--- src/core/tmc_cfg.svh ---
// Purpose: constants for the timer command decode and count loading block
// Assumes: included by bare name; every file that needs a constant includes it
// Notes: register offsets are word indices; the bus byte address is four times the index
//
// How it works
// - command byte format chosen by its bits
// - control word sets output initial level
// - bits 7-6 select counter 0, 1, 2
// - selector 11 means read-back command
// - bits 5-4 give byte access order
// - order 00 means counter-latch command
// - bits 3-1 give mode, 11x folds down
// - bit 0 picks binary or bcd count
// - count writes leave mode untouched
// - data port carries one count byte

`ifndef TMC_CFG_SVH
`define TMC_CFG_SVH

// register word indices (byte address = index * 4)
`define TMC_IDX_CNT0      16'hF040
`define TMC_IDX_CNT1      16'hF041
`define TMC_IDX_CNT2      16'hF042
`define TMC_IDX_CMD       16'hF043
`define TMC_IDX_STAT      16'hF044

// command byte field positions
`define TMC_SEL_POS       6
`define TMC_ORD_POS       4
`define TMC_MODE_POS      1
`define TMC_FMT_POS       0

// field codes
`define TMC_SEL_READBACK  2'h3
`define TMC_ORD_LATCH     2'h0
`define TMC_ORD_LSB       2'h1
`define TMC_ORD_MSB       2'h2
`define TMC_ORD_LH        2'h3
`define TMC_MODE_LOW_MASK 3'h3

// reset values
`define TMC_CMD_RST       8'h00
`define TMC_CFG_RST       6'h10
`define TMC_COUNT_RST     16'h0000
`define TMC_OUT_RST       1'b0
`define TMC_STAT_STRIDE   8

`endif

--- src/core/tmc_pkg.sv ---
// Purpose: shared types for the timer command decode and count loading block
// Assumes: tmc_cfg.svh holds every numeric constant except the enum codes below
// Notes: enum members carry literal codes; no header macro is used here

`include "tmc_cfg.svh"

package tmc_pkg;

	// what a command byte turned out to be
	typedef enum logic [1:0] {
		TMC_KIND_CTRL     = 2'h0,
		TMC_KIND_LATCH    = 2'h1,
		TMC_KIND_READBACK = 2'h3
	} tmc_kind_t;

	// bus slave phase, gray along idle -> access -> idle
	typedef enum logic [1:0] {
		TMC_ST_IDLE   = 2'h0,
		TMC_ST_ACCESS = 2'h1
	} tmc_bus_st_t;

	// per counter configuration
	typedef struct packed {
		logic [1:0] order;     // byte access order
		logic [2:0] mode;      // normalised operating mode 0..5
		logic       bcd;       // count format select
	} tmc_cfg_t;

	// decoded command byte
	typedef struct packed {
		tmc_kind_t  kind;      // control word, latch or read-back
		logic [1:0] sel;       // counter selector
		tmc_cfg_t   cfg;       // fields for a control word
	} tmc_cmd_t;

	// count loader state
	typedef struct packed {
		tmc_cfg_t    cfg;      // programmed configuration
		logic [15:0] count;    // count value
		logic        wr_hi;    // next write goes to high byte
		logic        rd_hi;    // next read gives high byte
		logic        complete; // full count present
		logic        load;     // one cycle count loaded pulse
		logic        out;      // counter output level
	} tmc_ld_state_t;

	// bus slave state
	typedef struct packed {
		tmc_bus_st_t st;       // phase
		logic        write;    // captured hwrite
		logic [4:0]  hit;      // {stat, cmd, cnt2, cnt1, cnt0}
		logic        ready;    // hreadyout
		logic [31:0] rdata;    // hrdata
		logic [2:0]  latch;    // latch request pulses
		logic        rb;       // read-back request pulse
		logic [7:0]  rb_byte;  // read-back command byte
	} tmc_bus_state_t;

endpackage

--- src/core/tmc_timer_ctrl.sv ---
// Purpose: AHB-Lite front end for timer command decode and count loading
// Assumes: single word transfers, one slave on the bus, synchronous inputs
// Notes: every transfer takes one wait state; the response is always OKAY
// Notes: count reads give stored bytes, no live count
// Notes: status word is read only; command reads zero
// Notes: latch and read-back leave as request pulses
// Notes: only word-sized transfers hit a register
//
// Design decision made here: the AHB-Lite register port.

`timescale 1ns/1ps
`default_nettype none
`include "tmc_cfg.svh"

module tmc_timer_ctrl
	import tmc_pkg::*;
#(
	parameter int ADDR_W = 32                        // bus address width
)
(
	input  wire logic              core_clk,        // block clock, 40 MHz
	input  wire logic              reset_n,         // async reset, active low
	input  wire logic              hsel,            // slave select
	input  wire logic [ADDR_W-1:0] haddr,           // byte address
	input  wire logic [1:0]        htrans,          // transfer type
	input  wire logic              hwrite,          // write when high
	input  wire logic [2:0]        hsize,           // transfer size
	input  wire logic              hready,          // bus ready
	input  wire logic [31:0]       hwdata,          // write data
	output logic [31:0]            hrdata,          // read data
	output logic                   hreadyout,       // slave ready
	output logic                   hresp,           // always OKAY
	output logic [2:0]             counter_output,  // per counter output level
	output logic [2:0][15:0]       count_value,     // loaded counts
	output logic [2:0]             count_loaded,    // count complete pulses
	output tmc_pkg::tmc_cfg_t [2:0] counter_cfg,    // per counter configuration
	output logic [2:0]             latch_req,       // counter-latch pulses
	output logic                   readback_req,    // read-back pulse
	output logic [7:0]             readback_byte    // read-back command byte
);
	import tmc_pkg::*;

	// status lanes fit at most four counters
	localparam int NCNT = 3;                        // number of counters

	// one hit bit per port spares a second
	// address compare in the data phase;
	// bits 0-2 match the counter index
	// hit vector bit positions
	localparam int HIT_CMD  = 3;                    // command port
	localparam int HIT_STAT = 4;                    // status word

	// one struct keeps reset and next state
	// from drifting apart
	tmc_bus_state_t b_r;                            // registered bus state
	tmc_bus_state_t b_nxt;                          // next bus state

	// decode results of the current phase
	tmc_cmd_t        cmd;                           // decoded command byte
	logic [4:0]      addr_hit;                      // address phase decode
	logic            take;                          // address phase accepted
	logic            do_wr;                         // data phase write
	logic            do_rd;                         // data phase read

	// per counter strobes, one cycle each
	logic [NCNT-1:0] cfg_we;                        // control word per counter
	logic [NCNT-1:0] data_we;                       // count write per counter
	logic [NCNT-1:0] rd_re;                         // count read per counter
	tmc_cfg_t [NCNT-1:0] cfg_q;                     // loader configurations
	logic [NCNT-1:0][15:0] count_q;                 // loader counts
	logic [NCNT-1:0] load_q;                        // loader load pulses
	logic [NCNT-1:0] complete_q;                    // loader complete flags
	logic [NCNT-1:0] out_q;                         // loader output levels
	logic [NCNT-1:0][7:0] rd_byte;                  // loader read bytes
	// status image, one byte per counter
	logic [31:0]     stat_word;                     // status word image

	// the wait state gives hwdata a whole
	// cycle to settle before its decode
	// steers the loaders, at one cycle a
	// transfer; hreadyout low meanwhile
	// keeps a second address phase out
	// a transfer starts on nonseq or seq while the bus is ready
	assign take  = hsel && htrans[1] && hready && (b_r.st == TMC_ST_IDLE);
	assign do_wr = (b_r.st == TMC_ST_ACCESS) && b_r.write;
	assign do_rd = (b_r.st == TMC_ST_ACCESS) && !b_r.write;

	// address decode; only whole aligned words hit a register
	// narrow or misaligned accesses answer
	// OKAY and touch nothing, so a byte
	// probe cannot half-program a counter
	// addresses are distinct; order is moot
	always_comb
	begin
		addr_hit = 5'h00;
		if (hsize != 3'h2 || haddr[1:0] != 2'h0)
		begin
			addr_hit = 5'h00;
		end
		else if (haddr == ADDR_W'({`TMC_IDX_CNT0, 2'h0}))
		begin
			addr_hit = 5'h01;
		end
		else if (haddr == ADDR_W'({`TMC_IDX_CNT1, 2'h0}))
		begin
			addr_hit = 5'h02;
		end
		else if (haddr == ADDR_W'({`TMC_IDX_CNT2, 2'h0}))
		begin
			addr_hit = 5'h04;
		end
		else if (haddr == ADDR_W'({`TMC_IDX_CMD, 2'h0}))
		begin
			addr_hit = 5'h08;
		end
		else if (haddr == ADDR_W'({`TMC_IDX_STAT, 2'h0}))
		begin
			addr_hit = 5'h10;
		end
		else
		begin
			// unmapped: reads zero, writes dropped
			addr_hit = 5'h00;
		end
	end

	// command byte sorter; its result only
	// matters in a command write's data phase
	tmc_cmd_decode u_decode (
		.cmd_byte (hwdata[7:0]),
		.cmd      (cmd)
	);

	// per counter strobes and loaders
	// all loaders see the same fields and
	// byte; only their own strobes let them
	// take it, so the rest keep their setup
	// a count read steps only its own pointer
	// the loop index is the counter index
	genvar gi;
	generate
		for (gi = 0; gi < NCNT; gi++)
		begin : g_cnt
			// only the addressed counter sees a control word
			assign cfg_we[gi]  = do_wr && b_r.hit[HIT_CMD] && (cmd.kind == TMC_KIND_CTRL)
			                     && (cmd.sel == 2'(gi));
			assign data_we[gi] = do_wr && b_r.hit[gi];
			assign rd_re[gi]   = do_rd && b_r.hit[gi];

			tmc_count_loader u_loader (
				.core_clk   (core_clk),
				.reset_n    (reset_n),
				.cfg_we     (cfg_we[gi]),
				.cfg_in     (cmd.cfg),
				.data_we    (data_we[gi]),
				.data_in    (hwdata[7:0]),
				.rd_re      (rd_re[gi]),
				.cfg_q      (cfg_q[gi]),
				.count_q    (count_q[gi]),
				.load_q     (load_q[gi]),
				.complete_q (complete_q[gi]),
				.out_q      (out_q[gi]),
				.rd_byte    (rd_byte[gi])
			);

			// status lane: {out, complete, order, mode, bcd}
			// eight bits a counter, counter 0 lowest
			assign stat_word[gi*`TMC_STAT_STRIDE +: `TMC_STAT_STRIDE] =
				{out_q[gi], complete_q[gi], cfg_q[gi]};
		end
	endgenerate

	// upper status byte reads as zero
	// the status image has no read side
	// effect, unlike a low/high count read
	assign stat_word[31:NCNT*`TMC_STAT_STRIDE] = '0;

	// bus phase and side requests
	// idle waits for a transfer; access is
	// the single wait cycle where the write
	// lands or the read byte is picked
	// request pulses clear by default so
	// each lasts exactly one cycle
	always_comb
	begin
		b_nxt       = b_r;
		b_nxt.latch = 3'h0;
		b_nxt.rb    = 1'b0;
		case (b_r.st)
			TMC_ST_IDLE:
			begin
				if (take)
				begin
					// capture direction and decode now;
					// the address is gone by the data phase
					// hold off the master one cycle so data is ready
					b_nxt.st    = TMC_ST_ACCESS;
					b_nxt.write = hwrite;
					b_nxt.hit   = addr_hit;
					b_nxt.ready = 1'b0;
				end
			end
			TMC_ST_ACCESS:
			begin
				b_nxt.st    = TMC_ST_IDLE;
				b_nxt.ready = 1'b1;
				// a write leaves zero read data
				b_nxt.rdata = 32'h0000_0000;
				if (b_r.write && b_r.hit[HIT_CMD])
				begin
					// latch and read-back go out as requests only
					// a control word needs nothing here;
					// its loader took it through cfg_we
					if (cmd.kind == TMC_KIND_LATCH)
					begin
						b_nxt.latch = 3'(1 << cmd.sel);
					end
					else if (cmd.kind == TMC_KIND_READBACK)
					begin
						b_nxt.rb      = 1'b1;
						b_nxt.rb_byte = hwdata[7:0];
					end
				end
				else if (!b_r.write)
				begin
					// count reads give the byte the pointer names
					if (b_r.hit[0])
					begin
						b_nxt.rdata = {24'h00_0000, rd_byte[0]};
					end
					else if (b_r.hit[1])
					begin
						b_nxt.rdata = {24'h00_0000, rd_byte[1]};
					end
					else if (b_r.hit[2])
					begin
						b_nxt.rdata = {24'h00_0000, rd_byte[2]};
					end
					else if (b_r.hit[HIT_STAT])
					begin
						b_nxt.rdata = stat_word;
					end
					else
					begin
						// command port is write only
						b_nxt.rdata = 32'h0000_0000;
					end
				end
			end
			default:
			begin
				// unused code: release the bus
				b_nxt.st    = TMC_ST_IDLE;
				b_nxt.ready = 1'b1;
			end
		endcase
	end

	// bus state register
	// reset leaves the slave idle and ready,
	// so the first edge after release may take
	// rb_byte holds until the next read-back
	always_ff @(posedge core_clk or negedge reset_n)
	begin
		if (!reset_n)
		begin
			b_r.st      <= TMC_ST_IDLE;
			b_r.write   <= 1'b0;
			b_r.hit     <= 5'h00;
			b_r.ready   <= 1'b1;
			b_r.rdata   <= 32'h0000_0000;
			b_r.latch   <= 3'h0;
			b_r.rb      <= 1'b0;
			b_r.rb_byte <= `TMC_CMD_RST;
		end
		else
		begin
			// the whole struct moves at once
			b_r <= b_nxt;
		end
	end

	// outputs straight from flops here or in the loaders
	// nothing sits between a flop and a pin,
	// so both sides see clean levels
	// hresp stays OKAY: no access is refused
	assign hrdata         = b_r.rdata;
	assign hreadyout      = b_r.ready;
	assign hresp          = 1'b0;
	assign counter_output = out_q;
	assign count_value    = count_q;
	assign count_loaded   = load_q;
	assign counter_cfg    = cfg_q;
	assign latch_req      = b_r.latch;
	assign readback_req   = b_r.rb;
	assign readback_byte  = b_r.rb_byte;

	// limitation: only requests leave here;
	// latching a count and building read-back
	// status belong to the counting logic

endmodule

`default_nettype wire

--- src/core/tmc_cmd_decode.sv ---
// Purpose: sort a command byte into control word, latch or read-back
// Assumes: pure combinational, used on the bus write data
// Notes: read-back takes priority over the latch test

`timescale 1ns/1ps
`default_nettype none
`include "tmc_cfg.svh"

module tmc_cmd_decode
	import tmc_pkg::*;
(
	input  wire logic [7:0]      cmd_byte,  // byte written to the command port
	output var  tmc_pkg::tmc_cmd_t cmd      // decoded command
);
	import tmc_pkg::*;

	logic [1:0] sel_f;  // selector field
	logic [1:0] ord_f;  // order field
	logic [2:0] mode_f; // raw mode field

	// field extraction
	assign sel_f  = cmd_byte[`TMC_SEL_POS+1:`TMC_SEL_POS];
	assign ord_f  = cmd_byte[`TMC_ORD_POS+1:`TMC_ORD_POS];
	assign mode_f = cmd_byte[`TMC_MODE_POS+2:`TMC_MODE_POS];

	// format choice by bit values alone
	always_comb
	begin
		cmd.sel       = sel_f;
		cmd.cfg.order = ord_f;
		cmd.cfg.bcd   = cmd_byte[`TMC_FMT_POS];
		// top bit is a don't care when the low two are x1x
		if (mode_f[1])
		begin
			cmd.cfg.mode = mode_f & `TMC_MODE_LOW_MASK;
		end
		else
		begin
			cmd.cfg.mode = mode_f;
		end
		if (sel_f == `TMC_SEL_READBACK)
		begin
			cmd.kind = TMC_KIND_READBACK;
		end
		else if (ord_f == `TMC_ORD_LATCH)
		begin
			cmd.kind = TMC_KIND_LATCH;
		end
		else
		begin
			cmd.kind = TMC_KIND_CTRL;
		end
	end

endmodule

`default_nettype wire

--- src/core/tmc_count_loader.sv ---
// Purpose: hold one counter's configuration and assemble its count bytes
// Assumes: at most one of cfg_we, data_we, rd_re per cycle
// Notes: rd_byte is combinational; the caller registers it

`timescale 1ns/1ps
`default_nettype none
`include "tmc_cfg.svh"

module tmc_count_loader
	import tmc_pkg::*;
(
	input  wire logic             core_clk,  // block clock
	input  wire logic             reset_n,   // async reset, active low
	input  wire logic             cfg_we,    // control word for this counter
	input  wire tmc_pkg::tmc_cfg_t cfg_in,   // new configuration
	input  wire logic             data_we,   // count port write
	input  wire logic [7:0]       data_in,   // count value byte
	input  wire logic             rd_re,     // count port read
	output var  tmc_pkg::tmc_cfg_t cfg_q,    // current configuration
	output logic [15:0]           count_q,   // count value
	output logic                  load_q,    // count complete pulse
	output logic                  complete_q,// full count present
	output logic                  out_q,     // counter output level
	output logic [7:0]            rd_byte    // byte a read would return
);
	import tmc_pkg::*;

	tmc_ld_state_t s_r;   // registered state
	tmc_ld_state_t s_nxt; // next state

	// next state
	always_comb
	begin
		s_nxt      = s_r;
		s_nxt.load = 1'b0;
		if (cfg_we)
		begin
			// new programming restarts both byte pointers
			s_nxt.cfg      = cfg_in;
			s_nxt.wr_hi    = 1'b0;
			s_nxt.rd_hi    = 1'b0;
			s_nxt.complete = 1'b0;
			s_nxt.out      = (cfg_in.mode != 3'h0);
		end
		else if (data_we)
		begin
			// cfg is left alone on every count write
			case (s_r.cfg.order)
				`TMC_ORD_LSB:
				begin
					s_nxt.count    = {8'h00, data_in};
					s_nxt.complete = 1'b1;
					s_nxt.load     = 1'b1;
				end
				`TMC_ORD_MSB:
				begin
					s_nxt.count    = {data_in, 8'h00};
					s_nxt.complete = 1'b1;
					s_nxt.load     = 1'b1;
				end
				default:
				begin
					if (s_r.wr_hi)
					begin
						s_nxt.count[15:8] = data_in;
						s_nxt.wr_hi       = 1'b0;
						s_nxt.complete    = 1'b1;
						s_nxt.load        = 1'b1;
					end
					else
					begin
						s_nxt.count[7:0] = data_in;
						s_nxt.wr_hi      = 1'b1;
						s_nxt.complete   = 1'b0;
					end
				end
			endcase
		end
		else if (rd_re && s_r.cfg.order == `TMC_ORD_LH)
		begin
			s_nxt.rd_hi = ~s_r.rd_hi;
		end
	end

	// read byte follows the same order as writes
	always_comb
	begin
		if (s_r.cfg.order == `TMC_ORD_MSB || (s_r.cfg.order == `TMC_ORD_LH && s_r.rd_hi))
		begin
			rd_byte = s_r.count[15:8];
		end
		else
		begin
			rd_byte = s_r.count[7:0];
		end
	end

	// state register
	always_ff @(posedge core_clk or negedge reset_n)
	begin
		if (!reset_n)
		begin
			s_r.cfg      <= `TMC_CFG_RST;
			s_r.count    <= `TMC_COUNT_RST;
			s_r.wr_hi    <= 1'b0;
			s_r.rd_hi    <= 1'b0;
			s_r.complete <= 1'b0;
			s_r.load     <= 1'b0;
			s_r.out      <= `TMC_OUT_RST;
		end
		else
		begin
			s_r <= s_nxt;
		end
	end

	assign cfg_q      = s_r.cfg;
	assign count_q    = s_r.count;
	assign load_q     = s_r.load;
	assign complete_q = s_r.complete;
	assign out_q      = s_r.out;

endmodule

`default_nettype wire

--- config.mk ---
export PLATFORM = sky130hd
export DESIGN_NAME = tmc_timer_ctrl
export DESIGN_NICKNAME = d
export VERILOG_FILES = /design/src/core/tmc_pkg.sv /design/src/core/tmc_timer_ctrl.sv /design/src/core/tmc_cmd_decode.sv /design/src/core/tmc_count_loader.sv
export VERILOG_INCLUDE_DIRS = /design/src /design/src/core
export SDC_FILE = /design/constraint.sdc
export NUM_CORES = 1
export LEC_CHECK = 0
export ABC_AREA = 1
export BUFFER_PORTS_ARGS = -buffer_cell sky130_fd_sc_hd__buf_2
export CORE_MARGIN = 1
export CORE_UTILIZATION = 55
export CTS_BUF_LIST = sky130_fd_sc_hd__clkbuf_2
export CTS_CLUSTER_SIZE = 40
export DETAILED_ROUTE_END_ITERATION = 6
export PLACE_DENSITY = 0.83
export SLEW_MARGIN = 20
export SYNTH_ARGS = -nofsm -noshare
export SYNTH_HDL_FRONTEND = slang
export SYNTH_HIERARCHICAL = 1
export SYNTH_SLANG_ARGS = --single-unit
--- constraint.sdc ---
create_clock -name core_clk -period 1.99 [get_ports core_clk]
set_input_delay 0.0995 -clock core_clk [delete_from_list [all_inputs] [get_ports core_clk]]
set_output_delay 0.0995 -clock core_clk [all_outputs]
set_load 0.1 [all_outputs]
# == After elaboration in Yosys (flattened, before gate mapping) ==
# Cells that the tools add are included.
# classes
eq_ne,31
shift,1
n_mux,65
bitwise_logic,7
n_reduce_logical,60
# ops
cell,n
"equality test 32 x 18 -> 1 bit, second input constant",5
2-to-1 mux 32 bit,5
case mux 16 bit (2 select lines),3
2-to-1 mux 8 bit,9
2-to-1 mux 5 bit,6
2-to-1 mux 9 bit,3
2-to-1 mux 12 bit,2
2-to-1 mux 24 bit,1
logical AND 1 bit,23
2-to-1 mux 1 bit,23
"equality test 2 bit, second input constant",9
AND reduction 3 bit,6
2-to-1 mux 2 bit,8
2-to-1 mux 3 bit,5
AND reduction 2 bit,7
nonzero test 2 bit,7
"equality test 2 x 1 -> 1 bit, second input constant",6
"inequality test 2 x 1 -> 1 bit, second input constant",6
nonzero test 3 bit,4
"inequality test 3 bit, second input constant",3
logical NOT 2 bit,4
NOT 1 bit,7
OR reduction 2 bit,3
logical OR 1 bit,4
5 further kinds,5
# word_totals
ff_bits,134
out_inout_bits,118
wordCells,202

# == Depth between registers and ports, before layout ==
# Gate-level depths: netlist of run 1.
# logic_depth
depth_word,9
mapped_depth,11
ltp_nobuf,11

# == Hierarchy ==
# Netlist of run 1, hierarchy kept.
# by_module_without_submodules
module,instances,cells_per_inst,area_per_inst_um2
tmc_count_loader at g_cnt[0].u_loader ...,2,201,1540.2
tmc_timer_ctrl,1,371,2627.5
tmc_count_loader at g_cnt[2].u_loader,1,201,1556.5
tmc_cmd_decode,1,12,76.3

# == Worst setup path after synthesis of run 1 ==
# No wires, ideal clock.
# synth_path
path_kind,register to register
start,reg g_cnt[1].u_loader.s_r (netlist bit g_cnt[1].u_loader/cfg_q[4])
end,reg b_r (netlist bit hrdata[5])
setup_ps,123
arrival_time_ps,1556
required_time_ps,1867
slack_ps,311
stages_incl_launch_ff,11
path_buffers,0
cell_sequence,dfstp_2 inv_1 ha_1 inv_2 nand2_1 nand2_1 nand2_1 nor2_1 a31oi_1 o21ai_0 nand2_1
# synth_lines
item,line_no,text
start: declaration,tmc_count_loader.sv:28,tmc_ld_state_t s_r;
start signal: assignment,tmc_count_loader.sv:113,s_r <= s_nxt;
end signal: assignment,tmc_timer_ctrl.sv:279,b_r <= b_nxt;
end: declaration,tmc_timer_ctrl.sv:55,tmc_bus_state_t b_r;

# == Final worst setup path of run 1 ==
# layout_path
start,in haddr[24]
end,reg b_r[45] in the netlist's numbering
# layout_via
elab_chain_len,6
word_cells_on_any_way,9
classes_between,4 x eq/ne; 5 x mux
# layout_rtl
item,line_no,text
start: declaration,tmc_timer_ctrl.sv:24,"input wire logic [ADDR_W-1:0] haddr,"
equality test 32 x 18 -> 1 bit,tmc_timer_ctrl.sv:112,"else if (haddr == ADDR_W'({`TMC_IDX_CMD, 2'h0}))"
2-to-1 mux 5 bit,tmc_timer_ctrl.sv:112,
2-to-1 mux 5 bit,tmc_timer_ctrl.sv:108,"else if (haddr == ADDR_W'({`TMC_IDX_CNT2, 2'h0}))"
2-to-1 mux 5 bit,tmc_timer_ctrl.sv:104,"else if (haddr == ADDR_W'({`TMC_IDX_CNT1, 2'h0}))"
2-to-1 mux 5 bit *,tmc_timer_ctrl.sv:100,"else if (haddr == ADDR_W'({`TMC_IDX_CNT0, 2'h0}))"
2-to-1 mux 5 bit *,tmc_timer_ctrl.sv:96,if (hsize != 3'h2 || haddr[1:0] != 2'h0)
# Mark *: on every way between the ends. The rest lies on a longest branch, timed or not.
# A chain may end at the register's enable or synchronous reset.

==> metrics.cfg, run 1 <==
[outcome]
status=finished, final reports clean

[setup_path]
reg2reg_depth=10
critPathCaptureType=flop
cp_max_fo=3
criticalPathCategory=input port to flop
cp.arrival_ps=2570
start_kind=input port
crit_required_ps=2610

[floorplan]
start_util_pct=57.2
dieHeight_um=118
die_x_um=118
die_area_um2=13800
rows=41
core-area_um2=12800
io_pins=192

[cells_and_area]
syn2layout_area_growth_pct=15.9
drive_gt1_share_pct=22.8
fill_cells=1099
nets=1206

[clocking]
cts_tree=yes
clkLatencyLatePin_ps=690
numCtsBuffers=17
clk_pin_slew_ps=180
cts.sinks=125
cts_root_buf=clkbuf_2
cts_buffer_depth=2
h-tree-depth=4

[pwr]
combinationalPowerShare_pct=18.9
clkPwrFrac_pct=31.9
power_frac_seq_pct=49.2
p_sw_share_pct=32.3
p_leak_nw=5.01
powerDensity_nw_per_um2=637
p_sw_mw=1.75
power.internal_mw=3.67
finalPower_mw=5.42
vdd_drop_max_v=0.000278

[synth]
yosysTopAreaCell=dfrtp_1
avgSynthCellArea_um2=7.45
synthMostInstantiatedCell=nand2_1
ys_ff_latch=125
synthTopCellsByArea=dfrtp_1, nand2_1, buf_4, nor2_1, nand3_1
yosysTopAreaCellShare_pct=41.2
synth.distinct_cells=34
yosysSeqAreaShare_pct=42.7
async_flop_share_pct=100
synth_edf_count=0
syn_area_um2=7340
ys_warn_count=6
synthFlopType=dfrtp_1
synth_cells=986
ys_top_cells_by_count=nand2_1, nor2_1, dfrtp_1

[detailed_routing]
first_pass_iters=5
postRouteAntennaNets=0
wl_per_cell_um=15.6
post-route-drc-count=0
wl_mm=20.4
num_vias=6759
drt-initial-drc-count=476
avgViaCountPerCell=5.16

[sta]
fmax_mhz=512
tightest_slew_ps=517
finalSetupViolCount=0
fin_crit_sh_pct=98.1
slew_viol_final=0
maxSlewHeadroom_pct=65.6
tns_ps=0
fin_crit_ps=1950
rsz0062_at_grt=no
skew_ps=24.8
hold_viol=0

[place]
gp_congestion=0.888
portBuffers=157
dp.final_hpwl_mm=13.4

[grt]
overflow=0
grt_usage_pct=30.5
grt_pass1_vias=6609
grt_max_degree=40
grt_pass1_wl_mm=32.9
antenna_found_initial=1

[flow_run]
max-cap-violations=0

[worst_hold_path]
hold_depth=3
hold_path_class=input port to flop

## what timing repair did
action,in CTS,in global routing
buffers inserted,0,3
endpoints found under the setup margin,0,13
hold buffers,64,0
resized for setup,0,18
endpoints found under the hold margin,213,0
## flip-flops by register name, summed over array words and instances (netlist names)
register                   count
readback_req                   1
g_cnt.u_loader/s_r             6
readback_byte                  8
g_cnt.u_loader/count_q        48
g_cnt.u_loader/complete_q      3
b_r                            7
g_cnt.u_loader/out_q           3
g_cnt.u_loader/load_q          3
g_cnt.u_loader/cfg_q          18
hreadyout                      1
latch_req                      3
hrdata                        24
## kinds of logic (layout without fill, tap and decap cells)
kind of cell,count (synthesis),in the layout,synth area share (%)
simple gates,613,613,36.0
buf+inv,205,347,17.3
flops,125,125,42.7
compound gates,33,33,2.45
fa+ha+maj,9,9,1.53
other cells,1,10,0.0511
## cells in the final DEF, fill, tap and decap left out, types with 10 or more instances in the layout
cell type,netlist,layout
nor2_1,153,151
inv_1,58,58
dlygate4sd3_1,0,62
clkbuf_2,0,18
buf_2,7,155
nand2_1,309,306
buf_4,119,24
nand3_1,111,111
o21ai_0,15,10
dfrtp_1,121,121
## power by group through the flow
| stage | combinational [mW] | clock, mW | sequential [mW] |
|---|---|---|---|
| after floorplan | 0.729 | 0 | 2.73 |
| after global placement | 0.906 | 0 | 2.71 |
| after detailed placement | 0.917 | 0 | 2.71 |
| after CTS | 0.999 | 1.77 | 2.66 |
| after global routing | 1.09 | 1.88 | 2.68 |
| final | 1.02 | 1.73 | 2.66 |
## critical path: stages
cell           delay, ps
dlygate4sd3_1        550
buf_2                140
nor2_1               120
dlygate4sd3_1        570
nand2_1               60
dlygate4sd3_1        570
nor2_1               110
nand2_1              110
nor2_1               110
nand2_1               60
o21ai_0               80
## final timing paths
kind                                                            endpoint  slack, ps                              startpoint
worst max-delay path                                 b_r[45]$_DFFE_PN0P_         40                               haddr[24]
worst min-delay path                              latch_req[0]$_DFF_PN0_        270                               hwdata[7]
worst max register to register                     hrdata[4]$_DFFE_PN0P_        140  g_cnt[1].u_loader/cfg_q[4]$_DFFE_PN1P_
worst min register to register                    hrdata[10]$_DFFE_PN0P_        500                  hrdata[10]$_DFFE_PN0P_
min in group asynchronous         g_cnt[0].u_loader/cfg_q[4]$_DFFE_PN1P_        530                                 reset_n
max in group asynchronous       g_cnt[0].u_loader/count_q[0]$_DFFE_PN0P_        930                                 reset_n
## final cells by class
class	count	area (um2)	share of cell area, %
well taps	172	215	2.53
flip-flops and latches	125	3130	36.8
repair buffers	245	1620	19.1
inverters	70	273	3.21
multi-input cells	664	3000	35.2
diodes	1	2.50	0.0294
clock inverters	14	175	2.06
clock buffers	18	90.1	1.06
## routing by layer
layer / vias to the layer above / track usage [%] / wire, um
li1: 3241 / - / -
met1: 3109 / 37.7 / 7940
met2: 343 / 50.0 / 9820
met3: 66 / 7.12 / 1690
met4: 0 / 15.9 / 939
met5: - / 0 / 0
## through the flow
stage | util (%) | area [um2] | std cells | hold WS (ps) | setup WS [ps]
6_report | 66.4 | 8510 | 1309 | 267 | 36.9
5_1_grt | 66.4 | 8510 | 1309 | 232 | 8.53
3_5_place_dp | 58.8 | 7540 | 1209 | 49.8 | 49.2
3_3_place_gp | 58.8 | 7540 | 1209 | 47.4 | 96.9
2_1_floorplan | - | 7370 | 994 | -196 | 311
4_1_cts | 65.9 | 8450 | 1305 | 228 | 24.3
No activity file was read; power rests on OpenSTA's default activity.
==> inputs of run 2 (changes only) <==
==> constraint.sdc (replaced) <==
create_clock -name core_clk -period 1.99 [get_ports core_clk]
set_input_delay 0 -clock core_clk [delete_from_list [all_inputs] [get_ports core_clk]]
set_output_delay 0 -clock core_clk [all_outputs]
set_load 0.1 [all_outputs]
==> run 2 against run 1 <==
  * Sequential power barely moved
  * Worst hold slack got worse by 78 ps
  * Setup slack improved by 3.3 ps
  * Maximum frequency rose by 0.17%
  * Critical path depth did not move
  * Clock power fell by 29%
  * Final area fell by 1.6%
  * Global-route usage fell by 0.47 points
  * Count of clock-buffer cells in the layout rose by 8
  * Die area did not move
  * Power fell by 9.4%
  * Largest power group unchanged
==> metrics.cfg, run 2 (same netlist as run 1, synthesis figures left out) <==
[sta]
fin_crit_sh_pct=98.0
rsz0062_at_grt=no
hold_viol=0
slew_viol_final=0
maxSlewHeadroom_pct=66.1
tightest_slew_ps=512
skew_ps=39.0
fmax_mhz=513
finalSetupViolCount=0
fin_crit_ps=1950
tns_ps=0

[detailed_routing]
wl_per_cell_um=15.4
wl_mm=20.1
first_pass_iters=6
drt-initial-drc-count=619
postRouteAntennaNets=0
post-route-drc-count=0
num_vias=6755
avgViaCountPerCell=5.18

[cells_and_area]
syn2layout_area_growth_pct=14.0
nets=1201
drive_gt1_share_pct=22.3
layout_commonest_cell=nand2_1
largest_reg_flops=48
fill_cells=1122
regArea_um2=3130
multiInputGateArea_um2=2970
final_cell_mix=nand2_1, buf_2, nor2_1

[setup_path]
cp_max_fo=3
critPathCaptureType=flop
crit_slowest_cell=dlygate4sd3_1
criticalPathCategory=input port to flop
crit_required_ps=2610
crit_buf_inv=4
cp.arrival_ps=2570
start_kind=input port
cpLargestDelayFamily=buffers and inverters
cp_slowest_stage_delay_ps=590
path_cells=dlygate4sd3_1 > buf_2 > nor2_1 > dlygate4sd3_1 > nand2_1 > dlygate4sd3_1 > nor2_1 > nand2_1 > nor2_1 > nand2_1 > o21ai_0

[outcome]
status=finished, final reports clean

[floorplan]
rows=41
core-area_um2=12800
dieHeight_um=118
start_util_pct=57.2
die_x_um=118
io_pins=192
die_area_um2=13800

[clocking]
clk_pin_slew_ps=190
cts.sinks=125
cts_tree=yes
clkLatencyLatePin_ps=680
cts_buffer_depth=2
h-tree-depth=4
numCtsBuffers=17
cts_root_buf=clkbuf_2

[grt]
overflow=0
grt_usage_pct=30.1
grt_pass1_vias=6516
grt_max_degree=55
grt_pass1_wl_mm=32.4
antenna_found_initial=1

[pwr]
powerDensity_nw_per_um2=586
vdd_drop_max_v=0.000348
p_leak_nw=4.96
finalPower_mw=4.91

[place]
portBuffers=157
dp.final_hpwl_mm=13.3
gp_congestion=0.894

[worst_hold_path]
hold_path_class=input port to flop

[flow_run]
max-cap-violations=0

-- run 2: cell count changes in the layout (fill, tap and decap cells not counted), moves of 2 or more --
cell        before  now
clkbuf_2        18   26
buf_4           24   17
bufinv_16        4    0
buf_12           1    4
clkinvlp_4       3    0
clkbuf_4         2    0
clkinv_1         6    4
clkinv_2         1    3
-- run 2: report_power, final --
| group | switching [mW] | total [mW] | leakage, nW | internal [mW] |
|---|---|---|---|---|
| clock network | 0.879 | 1.23 | 0.124 | 0.353 |
| registers | 0.0532 | 2.67 | 1.69 | 2.61 |
| logic | 0.770 | 1.01 | 3.15 | 0.239 |
| total | 1.70 | 4.91 | 4.96 | 3.20 |
-- run 2: per-stage QoR --
stage | hold WS, ps | instance area, um2 | utilization [%] | worst slack (ps) | cells
after floorplan | -296 | 7370 | - | 311 | 994
after global placement | 4.37 | 7550 | 58.8 | 140 | 1206
after detailed placement | 2.70 | 7550 | 58.8 | 109 | 1206
after CTS | 113 | 8350 | 65.1 | 78.6 | 1302
after global routing | 121 | 8370 | 65.3 | 13.7 | 1304
final | 188 | 8370 | 65.3 | 40.1 | 1304
-- run 2: worst register-to-register path, cell delays in order, from the launching register on --
cell and delay (ps):
dfrtp_1 460, inv_2 110, nand4_1 200, dlygate4sd3_1 730
nor2_1 170, nand2_1 90, o21ai_0 80
-- run 2: final timing paths --
kind	start	to	slack, ps	depth (start not counted)
min in group asynchronous	reset_n	g_cnt[1].u_loader/count_q[8]$_DFFE_PN0P_	430	4
setup reg to reg	b_r[51]$_DFFE_PN0P_	b_r[45]$_DFFE_PN0P_	100	6
hold reg to reg	hrdata[14]$_DFFE_PN0P_	hrdata[14]$_DFFE_PN0P_	490	2
hold / removal	hwdata[6]	readback_byte[6]$_DFFE_PN0P_	190	4
max in group asynchronous	reset_n	g_cnt[2].u_loader/cfg_q[4]$_DFFE_PN1P_	1190	4
setup / recovery	haddr[6]	b_r[45]$_DFFE_PN0P_	40	11
-- run 2: cell type report --
cell class,count,area share (%)
tap,172,2.57
inverter,70,3.23
clock buffer,26,1.55
antenna,1,0.0299
clock inverter,6,0.314
sequential,125,37.4
timing repair buffer,240,19.3
multi-input combinational,664,35.5
-- run 2: what timing repair did --
action,in CTS,in global routing
endpoints found under the setup margin,0,10
hold buffers,64,0
gates resized for setup,0,7
endpoints found under the hold margin,214,0
setup buffers,0,1
-- run 2: per-layer routing --
layer | global-route usage [%] | vias up | routed length, um
li1 | - | 3236 | -
met1 | 38.2 | 3128 | 8110
met2 | 49.0 | 339 | 9620
met3 | 5.86 | 52 | 1570
met4 | 15.1 | 0 | 771
met5 | 0 | - | 0
